--- config.mk ---
export PLATFORM = sky130hd
export DESIGN_NAME = dpc_capture
export DESIGN_NICKNAME = d
export VERILOG_FILES = /design/src/dpc_pkg.sv /design/src/dpc_phase_ref.sv /design/src/dpc_capture.sv
export VERILOG_INCLUDE_DIRS = /design/src /design/src/src
export SDC_FILE = /design/constraint.sdc
export NUM_CORES = 2
export LEC_CHECK = 0
export BUFFER_PORTS_ARGS = -buffer_cell sky130_fd_sc_hd__buf_2
export CAP_MARGIN = 20
export CORE_UTILIZATION = 33
export DETAILED_ROUTE_END_ITERATION = 12
export SLEW_MARGIN = 20
export SYNTH_ARGS = -nofsm -noshare
export SYNTH_HDL_FRONTEND = slang
export SYNTH_HIERARCHICAL = 1
export SYNTH_SLANG_ARGS = --single-unit
--- constraint.sdc ---
create_clock -name clk_sys -period 11.82 [get_ports clk_sys]
set_input_delay 1.182 -clock clk_sys [delete_from_list [all_inputs] [get_ports clk_sys]]
set_output_delay 1.182 -clock clk_sys [all_outputs]
set_load 0.02 [all_outputs]
--- src/dpc_params.svh ---
// Purpose: Constants for the strobe phase capture block
// Assumes: 100 MHz system clock
// Notes: Times in their own units, cycle counts derived
`ifndef DPC_PARAMS_SVH
`define DPC_PARAMS_SVH

// ----------------------------------------
// Structure
// ----------------------------------------
`define DPC_NUM_EDGE 2
`define DPC_NUM_DQS 10
`define DPC_DQ_W 8
`define DPC_MAX_DLY 32
`define DPC_DLY_W 5
`define DPC_CNT_W 8

// ----------------------------------------
// Phase reference
// ----------------------------------------
`define DPC_FULL_TURN 360
`define DPC_LOCK_REF_CYC 256
`define DPC_PHASE_TOP 90
`define DPC_PHASE_BOT 72

// ----------------------------------------
// Clock rates (MHz) and derived counts
// ----------------------------------------
`define DPC_SYS_MHZ 100
`define DPC_DDR_MAX_MHZ 200
`define DPC_QDR_MAX_MHZ 167
// Least legal reference period in system cycles, rounded up, at least one
`define DPC_MIN_PER_CYC ((`DPC_SYS_MHZ + `DPC_DDR_MAX_MHZ - 1) / `DPC_DDR_MAX_MHZ)

`endif

--- src/dpc_pkg.sv ---
// Purpose: Types shared by the strobe phase capture block
// Assumes: Constants come from dpc_params.svh
// Notes: Types only
package dpc_pkg;

	// Phase shift in degrees
	typedef logic [8:0] dpc_deg_t;

	// Phase reference sequencing
	typedef enum logic [1:0] {
		DPC_REF_IDLE,
		DPC_REF_MEAS,
		DPC_REF_LOCK
	} dpc_ref_e;

endpackage : dpc_pkg

--- src/dpc_phase_ref.sv ---
// Purpose: Phase-shift reference, turns a reference clock into a strobe delay
// Assumes: ref_lvl already synchronised to clk_sys
// Notes: Delay in system cycles, common to all strobes of one edge
`timescale 1ns/1ns
`include "dpc_params.svh"

module dpc_phase_ref #(
	parameter int DLY_W = `DPC_DLY_W,
	parameter int CNT_W = `DPC_CNT_W
) (
	// Clock and reset
	input wire logic clk_sys,
	input wire logic rstn,
	// Reference level and shift
	input wire logic ref_lvl,
	input wire dpc_pkg::dpc_deg_t phase_deg,
	// Result
	output logic [DLY_W-1:0] dly,
	output logic locked
);
	import dpc_pkg::*;

	typedef struct packed {
		logic prev;
		logic [CNT_W-1:0] cnt;
		logic [8:0] nref;
		dpc_ref_e fsm;
		logic [DLY_W-1:0] dly;
		logic locked;
	} dpr_state_s;

	dpr_state_s s_q;
	dpr_state_s s_d;
	logic [CNT_W+8:0] prod;
	logic [CNT_W+8:0] quo;

	// ----------------------------------------
	// Period measure and lock
	// ----------------------------------------
	always_comb begin
		s_d = s_q;
		s_d.prev = ref_lvl;
		prod = {9'h000, s_q.cnt} * {{CNT_W{1'b0}}, phase_deg};
		quo = prod / (CNT_W+9)'(`DPC_FULL_TURN);
		if (ref_lvl && !s_q.prev) begin
			s_d.cnt = CNT_W'(1);
			if (s_q.nref != 9'h1FF) begin
				s_d.nref = s_q.nref + 9'h001;
			end
			case (s_q.fsm)
				DPC_REF_IDLE: begin
					s_d.fsm = DPC_REF_MEAS;
				end
				DPC_REF_MEAS, DPC_REF_LOCK: begin
					if (s_q.cnt >= CNT_W'(`DPC_MIN_PER_CYC)) begin
						s_d.dly = (quo > (CNT_W+9)'(`DPC_MAX_DLY - 1)) ?
							DLY_W'(`DPC_MAX_DLY - 1) : quo[DLY_W-1:0];
						s_d.fsm = DPC_REF_LOCK;
						s_d.locked = 1'b1;
					end
				end
				default: begin
					s_d.fsm = DPC_REF_IDLE;
				end
			endcase
			if (s_q.nref >= 9'(`DPC_LOCK_REF_CYC - 1)) begin
				s_d.locked = 1'b1;
			end
		end else if (s_q.cnt != {CNT_W{1'b1}}) begin
			s_d.cnt = s_q.cnt + CNT_W'(1);
		end
	end

	// State register
	always_ff @(posedge clk_sys or negedge rstn) begin
		if (!rstn) begin
			s_q <= '{prev: 1'b0, cnt: '0, nref: 9'h000, fsm: DPC_REF_IDLE,
				dly: '0, locked: 1'b0};
		end else begin
			s_q <= s_d;
		end
	end

	assign dly = s_q.dly;
	assign locked = s_q.locked;

endmodule : dpc_phase_ref

--- src/dpc_capture.sv ---
// Purpose: DDR strobe phase capture for two device edges with output path
// Assumes: Pins and reference clocks sampled by clk_sys through two flops
// Notes: One phase reference per edge; read words pass a two-entry buffer
//
// Operation
// - Output registers load only while their clock enable is high, else they hold.
// - Data lines are grouped under one strobe in widths of 8, 16 or 32 bits.
// - Each strobe passes its own delay that moves it into the data valid window.
// - The delayed strobe alone clocks the data capture of its own group.
// - Each edge has its own phase reference run by a clock at strobe frequency.
// - One reference sets one common shift for all ten strobes of its edge.
// - A reference sets its phase within 256 of its reference clock cycles.
// - In side-bank mode the read strobe is ignored and data is captured without it.
// - Strobe bank DDR interfaces run no faster than 200 MHz.
// - QDR and QDRII interfaces run no faster than 167 MHz.
// - Each data pin has six registers and one input latch for memory use.
// - A latch holds the high-phase bit so both bits appear on one edge.
// - Two rising-edge output registers are muxed onto the pin by clock level.
// - The output enable changes only at the clock falling edge.
`timescale 1ns/1ns
`include "dpc_params.svh"

module dpc_capture #(
	parameter int NE = `DPC_NUM_EDGE,
	parameter int NG = `DPC_NUM_DQS,
	parameter int DQ_W = `DPC_DQ_W,
	parameter int MAXD = `DPC_MAX_DLY
) (
	// Clock and reset
	input wire logic clk_sys,
	input wire logic rstn,
	// Reference clocks and setup per edge
	input wire logic [NE-1:0] ref_clk,
	input wire dpc_pkg::dpc_deg_t [NE-1:0] phase_deg,
	input wire logic [NE-1:0] side_mode,
	// Memory pins
	input wire logic [NE-1:0][NG-1:0] dqs_i,
	input wire logic [NE-1:0][NG*DQ_W-1:0] dq_i,
	output logic [NE-1:0][NG*DQ_W-1:0] dq_o,
	output logic [NE-1:0] dq_oe,
	// Write side
	input wire logic [NE-1:0][NG*DQ_W-1:0] wr_hi,
	input wire logic [NE-1:0][NG*DQ_W-1:0] wr_lo,
	input wire logic [NE-1:0] wr_oe,
	input wire logic [NE-1:0] wr_ce,
	// Read side
	output logic [NE-1:0] rd_valid,
	output logic [NE-1:0][2*NG*DQ_W-1:0] rd_data,
	input wire logic [NE-1:0] rd_ready,
	output logic [NE-1:0] rd_room,
	// Status
	output logic [NE-1:0] ref_locked
);
	import dpc_pkg::*;

	localparam int W = NG * DQ_W;
	localparam int DW = $clog2(MAXD);

	typedef struct packed {
		logic [NE-1:0] ref_s1;
		logic [NE-1:0] ref_s2;
		logic [NE-1:0] ref_p;
		logic [NE-1:0][NG-1:0] dqs_s1;
		logic [NE-1:0][NG-1:0] dqs_s2;
		logic [NE-1:0][W-1:0] dq_s1;
		logic [NE-1:0][W-1:0] dq_s2;
		logic [NE-1:0][NG-1:0][MAXD-1:0] hist;
		logic [NE-1:0][NG-1:0] dqd_p;
		logic [NE-1:0][W-1:0] lat;
		logic [NE-1:0][2*W-1:0] wrd;
		logic [NE-1:0][NG-1:0] got;
		logic [NE-1:0][1:0][2*W-1:0] bufw;
		logic [NE-1:0][1:0] bufv;
		logic [NE-1:0] room;
		logic [NE-1:0][W-1:0] out_hi;
		logic [NE-1:0][W-1:0] out_lo;
		logic [NE-1:0][W-1:0] pin;
		logic [NE-1:0] oe;
		logic [NE-1:0] locked;
	} dpc_state_s;

	dpc_state_s s_q;
	dpc_state_s s_d;
	logic [NE-1:0][DW-1:0] dly;
	logic [NE-1:0] lock_w;

	// ----------------------------------------
	// Phase references, one per edge
	// ----------------------------------------
	// independent reference per edge
	for (genvar e = 0; e < NE; e++) begin : g_ref
		dpc_phase_ref #(
			.DLY_W(DW),
			.CNT_W(`DPC_CNT_W)
		) u_ref (
			.clk_sys(clk_sys),
			.rstn(rstn),
			.ref_lvl(s_q.ref_s2[e]),
			.phase_deg(phase_deg[e]),
			.dly(dly[e]),
			.locked(lock_w[e])
		);
	end

	function automatic logic dpc_width_ok(input int w);
		dpc_width_ok = (w == 8) || (w == 16) || (w == 32);
	endfunction : dpc_width_ok

	// ----------------------------------------
	// Next state
	// ----------------------------------------
	always_comb begin
		logic d;
		logic cap_en;
		logic full_word;
		logic push;
		logic [2*W-1:0] nw;
		d = 1'b0;
		cap_en = 1'b0;
		full_word = 1'b0;
		push = 1'b0;
		nw = '0;
		s_d = s_q;
		// Two-flop input synchronisers
		s_d.ref_s1 = ref_clk;
		s_d.ref_s2 = s_q.ref_s1;
		s_d.ref_p = s_q.ref_s2;
		s_d.dqs_s1 = dqs_i;
		s_d.dqs_s2 = s_q.dqs_s1;
		s_d.dq_s1 = dq_i;
		s_d.dq_s2 = s_q.dq_s1;
		s_d.locked = lock_w;
		for (int e = 0; e < NE; e++) begin
			cap_en = side_mode[e] || lock_w[e];
			for (int g = 0; g < NG; g++) begin
				s_d.hist[e][g] = {s_q.hist[e][g][MAXD-2:0], s_q.dqs_s2[e][g]};
				if (side_mode[e]) begin
					d = s_q.ref_s2[e];
				end else begin
					d = s_q.hist[e][g][dly[e]];
				end
				s_d.dqd_p[e][g] = d;
				if (cap_en && d && !s_q.dqd_p[e][g]) begin
					s_d.lat[e][g*DQ_W +: DQ_W] = s_q.dq_s2[e][g*DQ_W +: DQ_W];
				end
				if (cap_en && !d && s_q.dqd_p[e][g]) begin
					// rising and falling bits, one edge
					s_d.wrd[e][g*2*DQ_W +: 2*DQ_W] =
						{s_q.dq_s2[e][g*DQ_W +: DQ_W], s_q.lat[e][g*DQ_W +: DQ_W]};
					s_d.got[e][g] = 1'b1;
				end
			end
			// Word complete once every group has both bits
			full_word = &s_d.got[e];
			push = full_word && dpc_width_ok(DQ_W);
			nw = s_d.wrd[e];
			if (full_word) begin
				s_d.got[e] = '0;
			end
			// Two-entry buffer, head always in slot 0
			if (rd_ready[e] && s_q.bufv[e][0]) begin
				s_d.bufw[e][0] = s_q.bufw[e][1];
				s_d.bufv[e][0] = s_q.bufv[e][1];
				s_d.bufv[e][1] = 1'b0;
			end
			if (push && !s_d.bufv[e][0]) begin
				s_d.bufw[e][0] = nw;
				s_d.bufv[e][0] = 1'b1;
			end else if (push && !s_d.bufv[e][1]) begin
				s_d.bufw[e][1] = nw;
				s_d.bufv[e][1] = 1'b1;
			end
			s_d.room[e] = !s_d.bufv[e][1];
			if (wr_ce[e] && s_q.ref_s2[e] && !s_q.ref_p[e]) begin
				s_d.out_hi[e] = wr_hi[e];
				s_d.out_lo[e] = wr_lo[e];
			end
			s_d.pin[e] = s_q.ref_s2[e] ? s_d.out_hi[e] : s_d.out_lo[e];
			if (wr_ce[e] && !s_q.ref_s2[e] && s_q.ref_p[e]) begin
				s_d.oe[e] = wr_oe[e];
			end
		end
	end

	// ----------------------------------------
	// State register
	// ----------------------------------------
	always_ff @(posedge clk_sys or negedge rstn) begin
		if (!rstn) begin
			s_q <= '0;
		end else begin
			s_q <= s_d;
		end
	end

	// Outputs, all from registers
	for (genvar e = 0; e < NE; e++) begin : g_out
		assign rd_data[e] = s_q.bufw[e][0];
		assign rd_valid[e] = s_q.bufv[e][0];
	end
	assign rd_room = s_q.room;
	assign dq_o = s_q.pin;
	assign dq_oe = s_q.oe;
	assign ref_locked = s_q.locked;

endmodule : dpc_capture

# Word-level counts from Yosys, hierarchy flattened
# Cells that the tools add are included.
# Widths: inputs -> output; s select.
[word_totals] latchBits=0 romBits=0 ramBits=0 mem_count=0 in_bits=530 elab_cells=421 out_inout_bits=488 regBits=2708
[classes] n_reduce_logical=174 div_mod_pow=2 n_lt_le_gt_ge=8 addsub=4 n_eq_ne=10 bitwise=2 n_mux=134 multipliers=2 n_shift=0
[op_table] op="$mux 160" n=4
[op_table] op="$mux 80" n=6
[op_table] op="$mux 16" n=20
[op_table] op="$bmux 1 s5" n=20
[op_table] op="$logic_and 1x1->1" n=96
[op_table] op="$mux 1" n=70
[op_table] op="$logic_not 1->1" n=52
[op_table] op="$mux 8" n=6
[op_table] op="$div 17x9->17 const B" n=2
[op_table] op="$gt 17x5->1 const B" n=2
[op_table] op="$mul 8x9->17" n=2
[op_table] op="$mux 10" n=2
[op_table] op="$reduce_and 10->1" n=2
[op_table] op="$add 9x1->9 const B" n=2
[op_table] op="$ge 9x8->1 const B" n=2
[op_table] op="$ne 9x9->1 const B" n=2
[op_table] op="$add 8x1->8 const B" n=2
[op_table] op="$ge 8x1->1 const B" n=2
[op_table] op="$ne 8x8->1 const B" n=2
[op_table] op="$reduce_bool 2->1" n=8
[op_table] op="$lt 5x6->1 const B" n=2
[op_table] op="$reduce_and 2->1" n=6
[op_table] op="$reduce_and 3->1" n=4
[op_table] op="$mux 5" n=2
[op_table] op="9 further kinds" n=18

# Longest topological paths before layout
[logic_depth] depth_word=12 depth_mapped=43 mapped_depth_nobuf=36

# Cells and area by module
# Netlist, hierarchy kept.
[modules_own_cells] module="dpc_capture" area_per_inst_um2=99340.3 cells_per_inst=5943 instances=1 seq_area_each_um2=66463.7
[modules_own_cells] module="dpc_phase_ref at g_ref[0].u_ref" area_per_inst_um2=6452.4 cells_per_inst=830 instances=1 seq_area_each_um2=650.6
[modules_own_cells] module="dpc_phase_ref at g_ref[1].u_ref" area_per_inst_um2=6248.5 cells_per_inst=773 instances=1 seq_area_each_um2=650.6

# Worst setup path before layout
# No wires, ideal clock.
[synth_timing] path_kind="input port to flip-flop" start="input port phase_deg[1] (netlist bit)" end="register g_ref[0].u_ref.s_q, in the netlist g_ref[0].u_ref/dly[0]" cell_stages=36 arrival_ps=10295 t_required_ps=11697 slack_ps=1402 setup_time_ps=123 path_buffers=3 cell_sequence="and2_1 -> fa_1 -> fa_1 -> fa_1 -> inv_1 -> fa_1 -> inv_1 -> ha_1 -> buf_4 -> and3_4 -> a221oi_4 -> o32ai_1 -> or3_1 -> buf_2 -> nor3_2 -> o21ai_1 -> a32o_1 -> a221o_1 -> xor2_1 -> nor3_1 -> a2111o_1 -> buf_2 -> o311ai_1 -> a32oi_1 -> o22ai_1 -> o21ai_1 -> or3_1 -> xor2_1 -> a21boi_0 -> o31ai_2 -> a21boi_4 -> mux2i_1 -> xnor2_2 -> nand2_1 -> o22a_1 -> o221a_1"
[synth_via] elab_chain_len=4
[synth_rtl] item="start: declaration" line="dpc_capture.sv:34" rtl="input wire dpc_pkg::dpc_deg_t [NE-1:0] phase_deg,"
[synth_rtl] item="$mul 8x9->17 *" line="dpc_phase_ref.sv:43" rtl="prod = {9'h000, s_q.cnt} * {{CNT_W{1'b0}}, phase_deg};"
[synth_rtl] item="$div 17x9->17 *" line="dpc_phase_ref.sv:44" rtl="quo = prod / (CNT_W+9)'(`DPC_FULL_TURN);"
[synth_rtl] item="$gt 17x5->1" line="dpc_phase_ref.sv:56" rtl="s_d.dly = (quo > (CNT_W+9)'(`DPC_MAX_DLY - 1)) ?"
[synth_rtl] item="$mux 5 *" line="dpc_phase_ref.sv:56"
[synth_rtl] item="end signal: assignment" line="dpc_phase_ref.sv:77" rtl="s_q <= '{prev: 1'b0, cnt: '0, nref: 9'h000, fsm: DPC_REF_IDLE,"
[synth_rtl] item="end: declaration" line="dpc_phase_ref.sv:32" rtl="dpr_state_s s_q;"
# Mark *: on every way between the ends. The rest lies on a longest branch, timed or not.
# A chain may end at the register's enable or synchronous reset.

# Worst setup path after layout
[layout_timing] start="register g_ref[0].u_ref/s_q[20] (netlist bit)" end="register g_ref[0].u_ref.s_q, in the netlist g_ref[0].u_ref/dly[0]"
[layout_via] elab_chain_len=4 elab_cells_between_ends=6 cone_classes="mul (1); div (1); order compare (2); mux (1); reduce/logical (1)"
[layout_rtl] item="$mul 8x9->17" line="dpc_phase_ref.sv:43"
[layout_rtl] item="$div 17x9->17" line="dpc_phase_ref.sv:44"
[layout_rtl] item="$gt 17x5->1" line="dpc_phase_ref.sv:56"
[layout_rtl] item="$mux 5" line="dpc_phase_ref.sv:56"
# Several ways; a longest one is shown, not always the timed one.

==> qor.csv <==
stage,metric,value,unit
logic_synthesis,synth_ff_type,dfrtp_1,
cts,clk_path_buf_depth,4,
cts,clock_sink_count,2708,
placement,dp.cells,12410,
cells_and_area,postLayoutCoreUtil,38.29,%
die,die_h,584.7,um
placement,dp_hpwl,194800,um
run,maxCapViolations,0,
cells_and_area,multi_input_area,0.03864,mm^2
logic_synthesis,synth_area,0.1120,mm^2
cells_and_area,seq_area,0.06779,mm^2
pwr,leakage,59.33,nW
setup_path,slowest_stage,dfrtp_1,
setup_path,start_kind,flop,
die,ios,1018,
timing,hold_viol,0,
logic_synthesis,synth_cells,7546,
timing,fin_crit_sh,93.69,%
timing,worst_pin_slew,1.136,ns
logic_synthesis,synth_commonest_cells,"dfrtp_1, mux2_2, buf_4",
timing,clock_skew,0.05071,ns
cts,cts_root_buf,clkbuf_16,
routing,first_pass_iters,7,
timing,hold_ws,0.2597,ns
cts,htreeDepth,5,
cts,clock_latency,0.89,ns
die,fp.dieW,584.7,um
logic_synthesis,synth-edff-count,0,
routing,wire_per_inst,21.60,um
logic_synthesis,synth_area_leaders,"dfrtp_1, mux2_2, buf_4",
timing,finalWorstPathRequiredPeriod,11.07,ns
setup_path,cp_common_cell,fa_1,
grt,grt-ovfl-total,0,
setup_path,crit_path_max_fanout,15,
routing,vias,61840,
die,num_rows,213,
placement,port_buffers,1017,
placement,place_congestion,0.9269,
logic_synthesis,syn_nets,8250,
logic_synthesis,synth_most_common_cell,dfrtp_1,
cts,cts-buffers-inserted,296,
routing,vias_per_cell,4.765,
setup_path,cp.arrival,11.81,ns
logic_synthesis,yosys.area.top_type,dfrtp_1,
timing,max_freq,90.30,MHz
timing,slew_headroom,24.27,%
die,dieArea,0.3419,mm^2
setup_path,critPathMaxStageDelay,0.72,ns
grt,grt_pass1_vias,66520,
routing,routed_wl,280300,um
cells_and_area,final_nets,8895,
setup_path,crit_type,flop to flop,
timing,setup_viol,0,
grt,grt_max_degree,192,
logic_synthesis,netlist.area_leader.share,60.48,%
logic_synthesis,ys_async_sr_fraction,100.0,%
setup_path,required,12.56,ns
grt,antenna_found_initial,118,
timing,rsz0062_at_grt,no,
pwr,total_power,35.98,mW
timing,final_max_slew_viol_count,0,
timing,tns,0,ns
die,coreArea,0.3371,mm^2
logic_synthesis,synth_seq_area_share,60.48,%
logic_synthesis,ys_seq_elements,2708,
grt,grt_use_total,16.18,%
grt,grt_first_pass_wirelength,426300,um
cells_and_area,n_fill_cell,31550,
cts,clk_pin_slew,0.06,ns
cells_and_area,drive_above_1_share,45.08,%
logic_synthesis,ys_warn_count,6,
logic_synthesis,synth_cell_types,124,
routing,drtIter0Drc,3197,
worst_hold_path,hold_path_class,input pin to async pin,
cells_and_area,stdcell_count,12980,
setup_path,cp-end-kind,flop,
pwr,cellPowerDensity,278.7,mW/mm^2
logic_synthesis,avgSynthCellArea,14.85,um^2
routing,drc,0,
cells_and_area,area_delta_synth_final,15.21,%
outcome,status,"complete, no violations",
routing,antenna_left,0,
die,initial_utilization,33.23,%
cts,cts_tree,yes,
pwr,peakVddDrop,0.0002789,V
[sequential cells by signal (all words and copies together), names as in the netlist, 10 cells and up]
| name | cells |
|---|---|
| dq_o | 160 |
| g_ref.u_ref/s_q | 40 |
| s_d | 824 |
| s_q | 1344 |
| g_ref.u_ref/dly | 10 |
| rd_data | 320 |
[power by group]
part	internal (mW)	switching (mW)	total, mW	leakage, nW
clock network	5.56	3.84	9.40	4.90
registers	11.5	1.16	12.7	32.8
logic	6.18	7.70	13.9	21.7
[placed cells by master, fill, tap and decap left out, types with 18 or more instances in the layout]
cell type | synthesis | final
mux4_2 | 122 | 122
nor3_1 | 43 | 42
mux2_1 | 21 | 21
a22oi_1 | 37 | 37
diode_2 | 0 | 44
nand2_1 | 245 | 243
mux2_4 | 81 | 81
xor2_1 | 21 | 20
nand3_1 | 57 | 56
nor2_1 | 165 | 161
mux2i_1 | 105 | 104
xnor2_1 | 69 | 69
bufinv_16 | 0 | 20
buf_2 | 89 | 1016
o22ai_1 | 23 | 23
a211oi_1 | 34 | 25
nand4_1 | 26 | 26
mux2_2 | 1837 | 1837
clkbuf_8 | 0 | 67
or2_2 | 18 | 18
o211ai_1 | 19 | 19
and2_1 | 143 | 143
inv_1 | 140 | 140
and3_1 | 28 | 28
clkinv_2 | 0 | 40
ha_1 | 90 | 90
nor2b_1 | 19 | 18
o21ai_0 | 66 | 65
clkbuf_16 | 0 | 299
buf_4 | 515 | 121
a21o_1 | 26 | 26
a21oi_1 | 102 | 101
clkbuf_1 | 167 | 57
nor4_1 | 21 | 21
a31oi_1 | 25 | 25
dfrtp_1 | 2708 | 2701
o21ai_1 | 18 | 19
fa_1 | 84 | 84
or3_1 | 19 | 19
[critical path: cells and delay by family, from the launching register on]
| kind | cells | cell delay, ns |
|---|---|---|
| compound gates | 19 | 5.75 |
| fa+ha+maj | 5 | 2.42 |
| flops | 1 | 0.72 |
| xor+xnor | 2 | 0.58 |
| mux | 1 | 0.37 |
| simple gates | 5 | 0.91 |
| buf+inv | 3 | 0.16 |
[through the flow]
| stage | cell area, um^2 | worst slack, ns |
|---|---|---|
| final | 129100 | 0.7460 |
| after global routing | 129000 | 0.01952 |
| after CTS | 128900 | 0.6345 |
| after detailed placement | 118900 | 0.02101 |
| after global placement | 118900 | 0.02892 |
| after floorplan | 112000 | 1.402 |
[path summary, 6_finish.rpt]
kind / startpoint / endpoint / slack, ns / depth (start not counted)
max reg2reg: g_ref[0].u_ref/s_q[20] / g_ref[0].u_ref/dly[0] / 0.75 / 35
min: rstn / s_q[282] / 0.26 / 1
max: g_ref[0].u_ref/s_q[20] / g_ref[0].u_ref/dly[0] / 0.75 / 35
min in group clk_sys: s_d[2653] / s_d[2651] / 0.32 / 0
max in group asynchronous: rstn / rd_data[225] / 8.67 / 4
min reg2reg: s_d[2653] / s_d[2651] / 0.32 / 0
[cell type report]
class                   count  share of cell area, %
diodes                     44                0.08530
clock buffers             423                  6.677
clock inverters           103                  1.100
inverters                 143                 0.4158
multi-input cells        3887                  29.93
flip-flops and latches   2708                  52.52
well taps                4515                  4.376
repair buffers           1155                  4.895
[kinds of logic after synthesis]
group / synth area share [%]
AOI/OAI and AO/OA: 3.910
xor gates and xnor gates: 0.8052
buffers and inverters: 5.146
DFF: 60.48
adders and majority gates: 2.570
and+or+nand+nor: 3.938
muxes: 23.15
[metal layers]
layer | routed length (um) | vias up | share of wire (%) | track usage [%]
met5 | 476 | - | 0.17 | 0
met1 | 123400 | 32450 | 44 | 21.61
met4 | 6964 | 76 | 2.5 | 4.361
li1 | - | 27530 | - | -
met3 | 18930 | 481 | 6.8 | 4.511
met2 | 130500 | 1308 | 47 | 25.77
[what timing repair did]
action / in CTS / in global routing
gates resized for setup: 0 / 3
buffers inserted: 0 / 0
hold buffers: 0 / 0
endpoints found under the hold margin: 0 / 0
setup endpoints to repair: 0 / 1
Power figures use the tool's default switching activity.
